File: config.mk
export PLATFORM = sky130hd
export DESIGN_NAME = uqs_host_port
export DESIGN_NICKNAME = d
export VERILOG_FILES = /design/src/hdl/uqs_pkg.sv /design/src/hdl/uqs_fifo.sv /design/src/hdl/uqs_reset_qual.sv /design/src/hdl/uqs_host_port.sv
export SDC_FILE = /design/constraint.sdc
export NUM_CORES = 2
export LEC_CHECK = 0
export ABC_AREA = 1
export BUFFER_PORTS_ARGS = -buffer_cell sky130_fd_sc_hd__buf_2
export CELL_PAD_IN_SITES_DETAIL_PLACEMENT = 1
export CELL_PAD_IN_SITES_GLOBAL_PLACEMENT = 1
export CORE_MARGIN = 2
export CORE_UTILIZATION = 44
export CTS_CLUSTER_DIAMETER = 40
export DETAILED_ROUTE_END_ITERATION = 10
export GPL_ROUTABILITY_DRIVEN = 1
export PLACE_DENSITY_LB_ADDON = 0.1
export SYNTH_ARGS = -nofsm -noshare
export SYNTH_HDL_FRONTEND = slang
export SYNTH_SLANG_ARGS = --single-unit
File: constraint.sdc
create_clock -name mclk -period 2.3 [get_ports mclk]
set_input_delay 0.115 -clock mclk [delete_from_list [all_inputs] [get_ports mclk]]
set_output_delay 0.115 -clock mclk [all_outputs]
set_load 0.05 [all_outputs]
File: src/hdl/uqs_pkg.sv
package uqs_pkg;

	// Bus and channel shape
	localparam int NUM_CH = 4;
	localparam int DATA_W = 8;
	localparam int ADDR_W = 3;

	// FIFO shape
	localparam int FIFO_DEPTH = 32;
	localparam int FIFO_PTR_W = 5;
	localparam int FIFO_CNT_W = 6;
	localparam logic [5:0] FIFO_FULL_COUNT = 6'h20;

	// Register locations inside one channel
	localparam logic [2:0] REG_DATA = 3'h0;
	localparam logic [2:0] REG_IER = 3'h1;
	localparam logic [2:0] REG_FCR_ISR = 3'h2;
	localparam logic [2:0] REG_LCR = 3'h3;
	localparam logic [2:0] REG_MCR = 3'h4;
	localparam logic [2:0] REG_LSR = 3'h5;
	localparam logic [2:0] REG_MSR = 3'h6;
	localparam logic [2:0] REG_SPR = 3'h7;

	// Field positions
	localparam int MCR_IRQ_EN_BIT = 3;
	localparam int MCR_ANY_RESUME_BIT = 5;
	localparam int MCR_PRESCALE_BIT = 7;
	localparam int FCR_RX_CLR_BIT = 1;
	localparam int FCR_TX_CLR_BIT = 2;

	// Reset values
	localparam logic [7:0] IER_RESET = 8'h00;
	localparam logic [7:0] FCR_RESET = 8'h00;
	localparam logic [7:0] LCR_RESET = 8'h00;
	localparam logic [7:0] MCR_RESET = 8'h00;
	localparam logic [7:0] SPR_RESET = 8'h00;
	localparam logic [7:0] MSR_READ = 8'h00;

	// Channel select codes
	localparam logic [3:0] SEL_NONE = 4'h0;
	localparam logic [3:0] SEL_ONE = 4'h1;

	// Reset pulse qualification timing
	localparam int CLK_PERIOD_NS = 10;
	localparam int RESET_MIN_NS = 40;
	localparam int RESET_MIN_CYCLES = (RESET_MIN_NS + CLK_PERIOD_NS - 1) / CLK_PERIOD_NS;
	localparam int RST_CNT_W = 3;
	localparam logic [2:0] RESET_MIN_COUNT = 3'(RESET_MIN_CYCLES);

	// Host bus access states
	typedef enum logic [1:0] {
		UQS_BUS_IDLE = 2'b00,
		UQS_BUS_READ = 2'b01,
		UQS_BUS_WRITE = 2'b10
	} uqs_bus_state_t;

endpackage : uqs_pkg

File: src/hdl/uqs_fifo.sv
`timescale 1ns/1ps
module uqs_fifo
	import uqs_pkg::*;
(
	input wire logic clk,
	input wire logic rst_n,
	input wire logic clear,
	input wire logic push,
	input wire logic [7:0] push_data,
	input wire logic pop,
	output logic [7:0] head,
	output logic empty,
	output logic full
);

	typedef struct packed {
		logic [4:0] wr_ptr;
		logic [4:0] rd_ptr;
		logic [5:0] count;
		logic empty;
		logic full;
		logic [7:0] head;
	} uqs_fifo_state_t;

	uqs_fifo_state_t st; // Registered pointers and flags
	uqs_fifo_state_t next_st; // Their next value
	logic [7:0] mem [FIFO_DEPTH]; // Storage words
	logic do_push; // Accepted write
	logic do_pop; // Accepted read

	// Pointer and flag update; head is looked up ahead so it is always current
	always_comb
	begin
		next_st = st;
		do_pop = pop && !st.empty;
		do_push = push && !st.full; // Push into a full FIFO is dropped
		if (do_push)
			next_st.wr_ptr = st.wr_ptr + 5'h01;
		if (do_pop)
			next_st.rd_ptr = st.rd_ptr + 5'h01;
		next_st.count = st.count + {5'h00, do_push} - {5'h00, do_pop};
		next_st.empty = (next_st.count == 6'h00);
		next_st.full = (next_st.count == FIFO_FULL_COUNT);
		// Forward a word written this cycle into the slot about to be read
		if (do_push && (st.wr_ptr == next_st.rd_ptr))
			next_st.head = push_data;
		else
			next_st.head = mem[next_st.rd_ptr];
		if (clear)
		begin
			next_st = '0;
			next_st.empty = 1'b1;
		end
	end

	// State register
	always_ff @(posedge clk)
	begin
		if (!rst_n)
		begin
			st <= '0;
			st.empty <= 1'b1;
		end
		else
			st <= next_st;
	end

	// Storage write port; contents need no reset
	always_ff @(posedge clk)
	begin
		if (do_push && !clear)
			mem[st.wr_ptr] <= push_data;
	end

	assign head = st.head;
	assign empty = st.empty;
	assign full = st.full;
endmodule : uqs_fifo

File: src/hdl/uqs_reset_qual.sv
`timescale 1ns/1ps
module uqs_reset_qual
	import uqs_pkg::*;
(
	input wire logic clk,
	input wire logic rst_n,
	input wire logic active,
	output logic held
);

	typedef struct packed {
		logic [2:0] cnt;
		logic held;
	} uqs_qual_state_t;

	uqs_qual_state_t st; // Run length and qualified flag
	uqs_qual_state_t next_st; // Their next value

	// Short glitches never reach the channels; only a long enough run counts
	always_comb
	begin
		next_st = st;
		if (active)
		begin
			if (st.cnt != RESET_MIN_COUNT)
				next_st.cnt = st.cnt + 3'h1;
			next_st.held = (next_st.cnt == RESET_MIN_COUNT);
		end
		else
			next_st = '0;
	end

	// State register
	always_ff @(posedge clk)
	begin
		if (!rst_n)
			st <= '0;
		else
			st <= next_st;
	end

	assign held = st.held;
endmodule : uqs_reset_qual

File: src/hdl/uqs_host_port.sv
`timescale 1ns/1ps
module uqs_host_port
	import uqs_pkg::*;
(
	input wire logic mclk,
	input wire logic rst_n,
	input wire logic bus_style_select, // High: separate strobes
	input wire logic chan_a_select_n,
	input wire logic chan_b_select_n,
	input wire logic chan_c_select_n,
	input wire logic chan_d_select_n,
	input wire logic read_strobe_n,
	input wire logic write_strobe_n,
	input wire logic chip_select_n, // Single select style
	input wire logic read_write_n, // High: read
	input wire logic chan_addr_hi,
	input wire logic chan_addr_lo,
	input wire logic [2:0] reg_addr,
	input wire logic [7:0] data_in,
	output logic [7:0] data_out,
	output logic data_oe,
	input wire logic reset_in,
	input wire logic prescaler_default_select,
	input wire logic irq_style_select,
	input wire logic [3:0] chan_irq_req,
	output logic [3:0] irq_out,
	output logic [3:0] irq_oe,
	output logic serial_reset,
	output logic [3:0] prescale_div4,
	input wire logic [3:0] tx_pop,
	output logic [3:0][7:0] tx_data,
	output logic [3:0] tx_fifo_empty,
	input wire logic [3:0] rx_push,
	input wire logic [3:0][7:0] rx_data_in,
	output logic [3:0] rx_fifo_full,
	input wire logic [3:0] rx_char_seen,
	input wire logic [3:0] xon_seen,
	input wire logic [3:0] xoff_seen,
	output logic [3:0] tx_flow_paused
);

	typedef struct packed {
		uqs_bus_state_t bus;
		logic [1:0] rd_ch;
		logic [2:0] addr;
		logic [7:0] rd_data;
		logic rd_oe;
		logic [3:0][7:0] ier;
		logic [3:0][7:0] fcr;
		logic [3:0][7:0] lcr;
		logic [3:0][7:0] modem_control_reg;
		logic [3:0][7:0] spr;
		logic [3:0] paused;
		logic [3:0] irq;
		logic [3:0] irq_oe;
		logic [3:0] tx_push;
		logic [3:0] rx_pop;
		logic [3:0] tx_clr;
		logic [3:0] rx_clr;
		logic [7:0] wdata;
		logic psel_pending;
	} uqs_state_t;

	uqs_state_t st; // All registered state
	uqs_state_t next_st; // Its next value
	logic [3:0] dec_sel; // Channels addressed this cycle
	logic rd_act; // Read strobe active on a selected channel
	logic wr_act; // Write strobe active on a selected channel
	logic [1:0] rd_ch; // Channel whose data go out on a read
	logic rst_active; // Reset input at its active level
	logic chan_rst; // Qualified channel reset
	logic [3:0][7:0] rx_head; // Receive FIFO heads
	logic [3:0] rx_empty; // Receive FIFO empty flags
	logic [3:0] tx_full; // Transmit FIFO full flags

	// Reset polarity follows the bus style
	assign rst_active = bus_style_select ? reset_in : !reset_in;

	uqs_reset_qual u_reset_qual (
		.clk(mclk),
		.rst_n(rst_n),
		.active(rst_active),
		.held(chan_rst)
	);

	// Two FIFOs behind every channel's data location
	for (genvar g = 0; g < NUM_CH; g++)
	begin : g_chan
		uqs_fifo u_tx_fifo (
			.clk(mclk),
			.rst_n(rst_n),
			.clear(chan_rst || st.tx_clr[g]),
			.push(st.tx_push[g]),
			.push_data(st.wdata),
			.pop(tx_pop[g]),
			.head(tx_data[g]),
			.empty(tx_fifo_empty[g]),
			.full(tx_full[g])
		);
		uqs_fifo u_rx_fifo (
			.clk(mclk),
			.rst_n(rst_n),
			.clear(chan_rst || st.rx_clr[g]),
			.push(rx_push[g]),
			.push_data(rx_data_in[g]),
			.pop(st.rx_pop[g]),
			.head(rx_head[g]),
			.empty(rx_empty[g]),
			.full(rx_fifo_full[g])
		);
	end

	// Channel decode for both bus styles
	always_comb
	begin
		dec_sel = SEL_NONE;
		rd_act = 1'b0;
		wr_act = 1'b0;
		if (bus_style_select)
		begin
			// Channel address bits play no part here
			dec_sel = ~{chan_d_select_n, chan_c_select_n, chan_b_select_n,
				chan_a_select_n};
			rd_act = (dec_sel != SEL_NONE) && !read_strobe_n;
			wr_act = (dec_sel != SEL_NONE) && !write_strobe_n && read_strobe_n;
		end
		else if (!chip_select_n)
		begin
			dec_sel = SEL_ONE << {chan_addr_hi, chan_addr_lo};
			rd_act = read_write_n;
			wr_act = !read_write_n;
		end
		// Lowest selected channel answers a read; a read with all four
		// selected is the host's fault and just returns channel A
		rd_ch = 2'h0;
		for (int i = NUM_CH - 1; i >= 0; i--)
		begin
			if (dec_sel[i])
				rd_ch = 2'(i);
		end
	end

	// Bus sequencing, register file and channel side effects
	always_comb
	begin
		next_st = st;
		next_st.tx_push = 4'h0;
		next_st.rx_pop = 4'h0;
		next_st.tx_clr = 4'h0;
		next_st.rx_clr = 4'h0;
		// Cycles start and end on strobe levels only; no baud clock is involved
		unique case (st.bus)
			UQS_BUS_IDLE:
			begin
				if (rd_act)
				begin
					next_st.bus = UQS_BUS_READ;
					next_st.rd_ch = rd_ch;
					next_st.addr = reg_addr;
					next_st.rd_oe = 1'b1;
					// One shared data bus, data picked from the chosen set
					case (reg_addr)
						REG_DATA: next_st.rd_data = rx_head[rd_ch];
						REG_IER: next_st.rd_data = st.ier[rd_ch];
						REG_FCR_ISR: next_st.rd_data = {7'h00, !st.irq[rd_ch]};
						REG_LCR: next_st.rd_data = st.lcr[rd_ch];
						REG_MCR: next_st.rd_data = st.modem_control_reg[rd_ch];
						REG_LSR: next_st.rd_data = {1'b0, tx_fifo_empty[rd_ch],
							!tx_full[rd_ch], 4'h0, !rx_empty[rd_ch]};
						REG_MSR: next_st.rd_data = MSR_READ;
						default: next_st.rd_data = st.spr[rd_ch];
					endcase
				end
				else if (wr_act)
				begin
					next_st.bus = UQS_BUS_WRITE;
					next_st.wdata = data_in;
					// Every selected channel takes the write, so a broadcast works
					for (int i = 0; i < NUM_CH; i++)
					begin
						if (dec_sel[i])
						begin
							case (reg_addr)
								REG_DATA: next_st.tx_push[i] = 1'b1;
								REG_IER: next_st.ier[i] = data_in;
								REG_FCR_ISR:
								begin
									next_st.fcr[i] = data_in;
									next_st.tx_clr[i] = data_in[FCR_TX_CLR_BIT];
									next_st.rx_clr[i] = data_in[FCR_RX_CLR_BIT];
								end
								REG_LCR: next_st.lcr[i] = data_in;
								REG_MCR: next_st.modem_control_reg[i] = data_in;
								REG_SPR: next_st.spr[i] = data_in;
								default: ; // Status locations are read only
							endcase
						end
					end
				end
			end
			UQS_BUS_READ:
			begin
				if (!rd_act)
				begin
					// Pop at the end so the byte stays stable on the bus
					next_st.bus = UQS_BUS_IDLE;
					next_st.rd_oe = 1'b0;
					if (st.addr == REG_DATA)
						next_st.rx_pop[st.rd_ch] = !rx_empty[st.rd_ch];
				end
			end
			UQS_BUS_WRITE:
			begin
				if (!wr_act)
					next_st.bus = UQS_BUS_IDLE;
			end
			default:
			begin
				next_st.bus = UQS_BUS_IDLE;
				next_st.rd_oe = 1'b0;
			end
		endcase
		for (int i = 0; i < NUM_CH; i++)
		begin
			// Xoff sets, so it wins over a resume in the same cycle
			if (xoff_seen[i])
				next_st.paused[i] = 1'b1;
			else if (xon_seen[i] || (st.modem_control_reg[i][MCR_ANY_RESUME_BIT] && rx_char_seen[i]))
				next_st.paused[i] = 1'b0;
			next_st.irq[i] = chan_irq_req[i];
			// Continuous drive, or drive gated by the control bit
			if (bus_style_select && !irq_style_select)
				next_st.irq_oe[i] = st.modem_control_reg[i][MCR_IRQ_EN_BIT];
			else
				next_st.irq_oe[i] = 1'b1;
			// Pin sampled once, right after a reset ends
			if (st.psel_pending)
				next_st.modem_control_reg[i][MCR_PRESCALE_BIT] = !prescaler_default_select;
		end
		next_st.psel_pending = 1'b0;
		if (chan_rst)
		begin
			// Channel state returns to defaults except irq_oe, which keeps its value; bus cycle dropped
			next_st = '0;
			next_st.ier = {NUM_CH{IER_RESET}};
			next_st.fcr = {NUM_CH{FCR_RESET}};
			next_st.lcr = {NUM_CH{LCR_RESET}};
			next_st.modem_control_reg = {NUM_CH{MCR_RESET}};
			next_st.spr = {NUM_CH{SPR_RESET}};
			next_st.irq_oe = st.irq_oe;
			next_st.psel_pending = 1'b1;
		end
	end

	// State register; the pending flag makes the prescale pin load after release
	always_ff @(posedge mclk)
	begin
		if (!rst_n)
		begin
			st <= '0;
			st.psel_pending <= 1'b1;
		end
		else
			st <= next_st;
	end

	// Outputs straight from state
	assign data_out = st.rd_data;
	assign data_oe = st.rd_oe;
	assign irq_out = st.irq;
	assign irq_oe = st.irq_oe;
	assign serial_reset = chan_rst;
	assign tx_flow_paused = st.paused;
	for (genvar g = 0; g < NUM_CH; g++)
	begin : g_div
		assign prescale_div4[g] = st.modem_control_reg[g][MCR_PRESCALE_BIT];
	end
endmodule : uqs_host_port

==> reports/results.env <==
VIOLATIONS_IN_THE_FINAL_REPORTS='setup timing'
PRE_CTS_SLACK_NS=-0.331
DPL-INSTANCE-AREA_UM2=112000
LAYOUT-DRIVE-GT1-SHARE_PCT=20.6
CTS.CLK_SLEW.WORST_PATHS_NS=0.05
LAYOUT_SETUP_WS_NS=-0.137
TIMING.FINAL.HOLD_VIOLATIONS=0
WORST_CASE_REG_TO_REG_PATH_DEPTH=14
POWER_mW=129
MAXSLEWHEADROOM_PCT=42.2
ROUTED_WIRELENGTH_UM=331000
WORST_SETUP_PATH_START_KIND='register'
YS_WARN_COUNT=0
WORST-ENDPOINT-REQUIRED_NS=3.17
REPORT.FINAL.SLEW_VIOL_COUNT=0
STATUS='finished, violations left'
R2R-END='g_chan[0].u_rx_fifo.head[1]$_SDFF_PP0_'
DRC=0
FP-ROW-COUNT=177
GRT_UTIL_MET3_PCT=3.28
CLOCK_INSERTION_DELAY_WORST_SKEW_NS=0.96
GRT.TOTAL_USAGE_PCT=26.5
IO_BUFFERS=148
FLOORPLAN.INITIALDENSITY_PCT=44.2
HOLD_CLASS='input port to register'
BOUNDARYPINS=149
CTS_NUM_SINKS=2441
USE_MET1_PCT=34.6
CRITPATHLAUNCH='g_chan[0].u_rx_fifo.st[16]$_SDFF_PP0_'
TIGHTEST_HOLD_MARGIN_NS=0.109
SYN-NUM-NETS=9470
FIN_SETUP_TNS_NS=-0.379
FIRSTDRTPASSITERS=6
DIE_X_UM=487
SYNTH.AVG_CELL_AREA_UM2=11.1
END_POINT_OF_THE_CRITICAL_PATH='g_chan[0].u_rx_fifo.head[1]$_SDFF_PP0_'
INITIAL_ANTENNA_VIOLATION_COUNT=16
FINAL.PERIOD_UTILIZATION_PCT=106
CTS_ROOT_BUF='sky130_fd_sc_hd__clkbuf_16'
TIGHTESTPINTRANSITION_NS=0.861
PLACE_CONGESTION=0.833
GRT_MAX_DEGREE=130
SEQ_AREA_FRAC_SYNTH_PCT=67.5
GRT_FIRST_PASS_WIRELENGTH_UM=482000
NUM-NETS-FINAL=10400
TRITONCTS='done'
FINAL_DESIGN_AREA_NO_FILL_UM2=131000
GRT_BUSIEST_LAYER='met2'
GRT_PASS1_VIAS=78500
ROUTE.DETAILED.VIAS_PER_INST=5.54
CELLLEAKAGEPOWER_nW=49.4
DESIGN.DIE.AREA_UM2=238000
REGTOREGSETUPSLACK_NS=-0.14
SYNTH.FF_LATCH_COUNT=2441
SETUP_VIOL=6
ENDPOINT_KIND='register'
FINALWORSTPATHREQUIREDPERIOD_NS=2.44
TIMING.FMAX_GHz=0.410
SYNTH.CELL_AREA_UM2=103000
PLACE.DETAILED.HPWL_UM=196000
SYN2LAYOUT_AREA_GROWTH_PCT=27.8
HTREE_LEVELS=5
WORST_R2R_STARTPOINT='g_chan[0].u_rx_fifo.st[16]$_SDFF_PP0_'
DATA_ARRIVAL_TIME_OF_THE_CRITICAL_PATH_NS=3.30
WORST-SETUP-PATH-TYPE='register to register'
ANTENNA_NETS_POST_ROUTE=0
VDD.IR_DROP.WORST_mV=0.787
GLOBALROUTEOVERFLOWTOTAL=0
FINCLKSKEW_NS=0.0537
DRV.MAX_CAP_VIOLATION_COUNT=0
CTS_BUFFER_DEPTH=4
CORE-AREA_UM2=233000
POWER_DENSITY_NORMALIZED_TO_CELL_AREA_nW_PER_UM2=984
ROUTED_WIRE_LENGTH_PER_INSTANCE_UM=24.3
POST_SYNTH_INST_COUNT=9289
GRT_SETUP_UNREPAIRED='yes'
GLOBALROUTEMET2UTIL_PCT=45.3
NUM_VIAS=75500
POST_SYNTH_NUM_CELL_TYPES=52
CTS_INSERTED_BUFFERS=401
CRITPATHMAXFANOUT=5
CHIPHEIGHT_UM=487
DETAIL_ROUTE.ITER0.VIOLATIONS=5805
WHS_PATH_DEPTH=6
cell families after synthesis:
logic type | Yosys count | share of synthesized area (%)
AND/OR/NAND/NOR | 2715 | 11.2
flip-flops | 2441 | 67.5
AO/OA/AOI/OAI | 2344 | 12.8
buffers and inverters | 1605 | 6.40
adder cells (fa/ha/maj) | 98 | 1.25
XOR/XNOR | 86 | 0.893
worst min-delay path by stage:
| stage | start | end |
|---|---|---|
| 6_report | chip_select_n | st[209]$_SDFFE_PP0P_ |
| 5_1_grt | chan_addr_hi | st[22]$_SDFF_PP0_ |
| 4_1_cts | chan_addr_lo | st[15]$_SDFF_PP0_ |
| 3_5_place_dp | xoff_seen[1] | tx_flow_paused[1]$_SDFFE_PP0P_ |
| 3_3_place_gp | xoff_seen[2] | tx_flow_paused[2]$_SDFFE_PP0P_ |
| 2_1_floorplan | rx_data_in[0] | g_chan[0].u_rx_fifo.mem[0][0]$_DFFE_PP_ |
area by class of cell:
type | count | area [µm²]
clock buffers | 456 | 10500
flip-flops and latches | 2441 | 69400
multi-input cells | 5245 | 28500
well taps | 3043 | 3810
inverters | 1015 | 3860
diodes | 4 | 10.0
clock inverters | 274 | 3330
fillers | 23800 | 101000
repair buffers | 1143 | 12000
worst max-delay path: stages (launching register included):
cell                        delay [ns]
sky130_fd_sc_hd__dfxtp_4          0.36
sky130_fd_sc_hd__ha_4             0.26
sky130_fd_sc_hd__inv_2            0.03
sky130_fd_sc_hd__o21ai_4          0.26
sky130_fd_sc_hd__buf_12           0.20
sky130_fd_sc_hd__buf_12           0.12
sky130_fd_sc_hd__clkbuf_16        0.14
sky130_fd_sc_hd__o21ai_0          0.11
sky130_fd_sc_hd__o211ai_1         0.26
sky130_fd_sc_hd__nand3_2          0.16
sky130_fd_sc_hd__nand2_1          0.11
sky130_fd_sc_hd__nand2_1          0.07
sky130_fd_sc_hd__nand3_1          0.13
sky130_fd_sc_hd__nand3_1          0.10
sky130_fd_sc_hd__inv_1            0.06
report_power, final:
part | switching, mW | internal, mW
Sequential | 0.716 | 49.1
Combinational | 11.5 | 6.66
Clock | 22.3 | 39.0
layer usage:
metal	part of all wire [%]	vias to the layer above
li1	-	34600
met1	42	38300
met2	50	1940
met3	4.4	632
met4	3.6	2
met5	0.0039	-
registers in the layout, indices dropped and copies added, names as in the netlist, 8 cells and up:
register	flops
g_chan.u_rx_fifo.st	64
data_out	8
g_chan.u_rx_fifo.head	32
g_chan.u_tx_fifo.head	32
st	156
g_chan.u_tx_fifo.mem	1024
g_chan.u_tx_fifo.st	64
g_chan.u_rx_fifo.mem	1024
cell usage in the layout, fill, tap and decap left out, drive strengths merged:
cell,Yosys,final
edfxtp,2048,2048
o21ai,1099,1099
nor2,1076,1076
inv,1003,1065
buf,280,986
nand2,805,807
nand3,749,749
a21oi,702,702
clkbuf,310,506
o211ai,505,505
dfxtp,393,393
clkinv,12,123
dlygate4sd3,0,99
ha,90,90
xor2,64,64
bufinv,0,53
clkinvlp,0,48
nor3,42,42
xnor2,22,22
o221ai,16,16
o21bai,15,15
nand3b,14,14
or2,10,10
bufbuf,0,8
fa,8,8
nand4,6,6
and3,5,5
diode,0,4
or3,4,4
nor4,4,4
o22ai,3,3
a31oi,2,2
a32oi,1,1
o41ai,1,1
cells in the mapped netlist (all sizes together):
cell | count | area share, %
edfxtp | 2048 | 60
o21ai | 1099 | 5.4
nor2 | 1076 | 4.0
inv | 1003 | 3.7
nand2 | 805 | 3.0
nand3 | 749 | 3.7
a21oi | 702 | 3.4
o211ai | 505 | 3.7
dfxtp | 393 | 7.7
clkbuf | 310 | 1.1
buf | 280 | 1.6
ha | 90 | 1.1
xor2 | 64 | 0.65
nor3 | 42 | 0.25
xnor2 | 22 | 0.24
o221ai | 16 | 0.14
o21bai | 15 | 0.11
nand3b | 14 | 0.10
clkinv | 12 | 0.044
or2 | 10 | 0.061
fa | 8 | 0.16
nand4 | 6 | 0.043
and3 | 5 | 0.030
nor4 | 4 | 0.039
or3 | 4 | 0.024
o22ai | 3 | 0.018
a31oi | 2 | 0.027
a32oi | 1 | 0.0085
o41ai | 1 | 0.0085
metrics by stage:
step | std cells | utilization, %
floorplan | 9289 | -
global placement | 12600 | 48.0
detailed placement | 12600 | 48.0
global route | 13600 | 56.5
CTS | 13500 | 54.8
finish | 13600 | 56.5
timing repair:
action                                  in CTS  in global routing
cloned                                      18                 67
hold endpoints to repair                  1277                  0
gates resized for setup                     68                625
setup buffers                               26                 85
pin swaps                                   36                344
hold buffers                                99                  0
endpoints found under the setup margin      55                140
(Power assumes the default switching activity.)
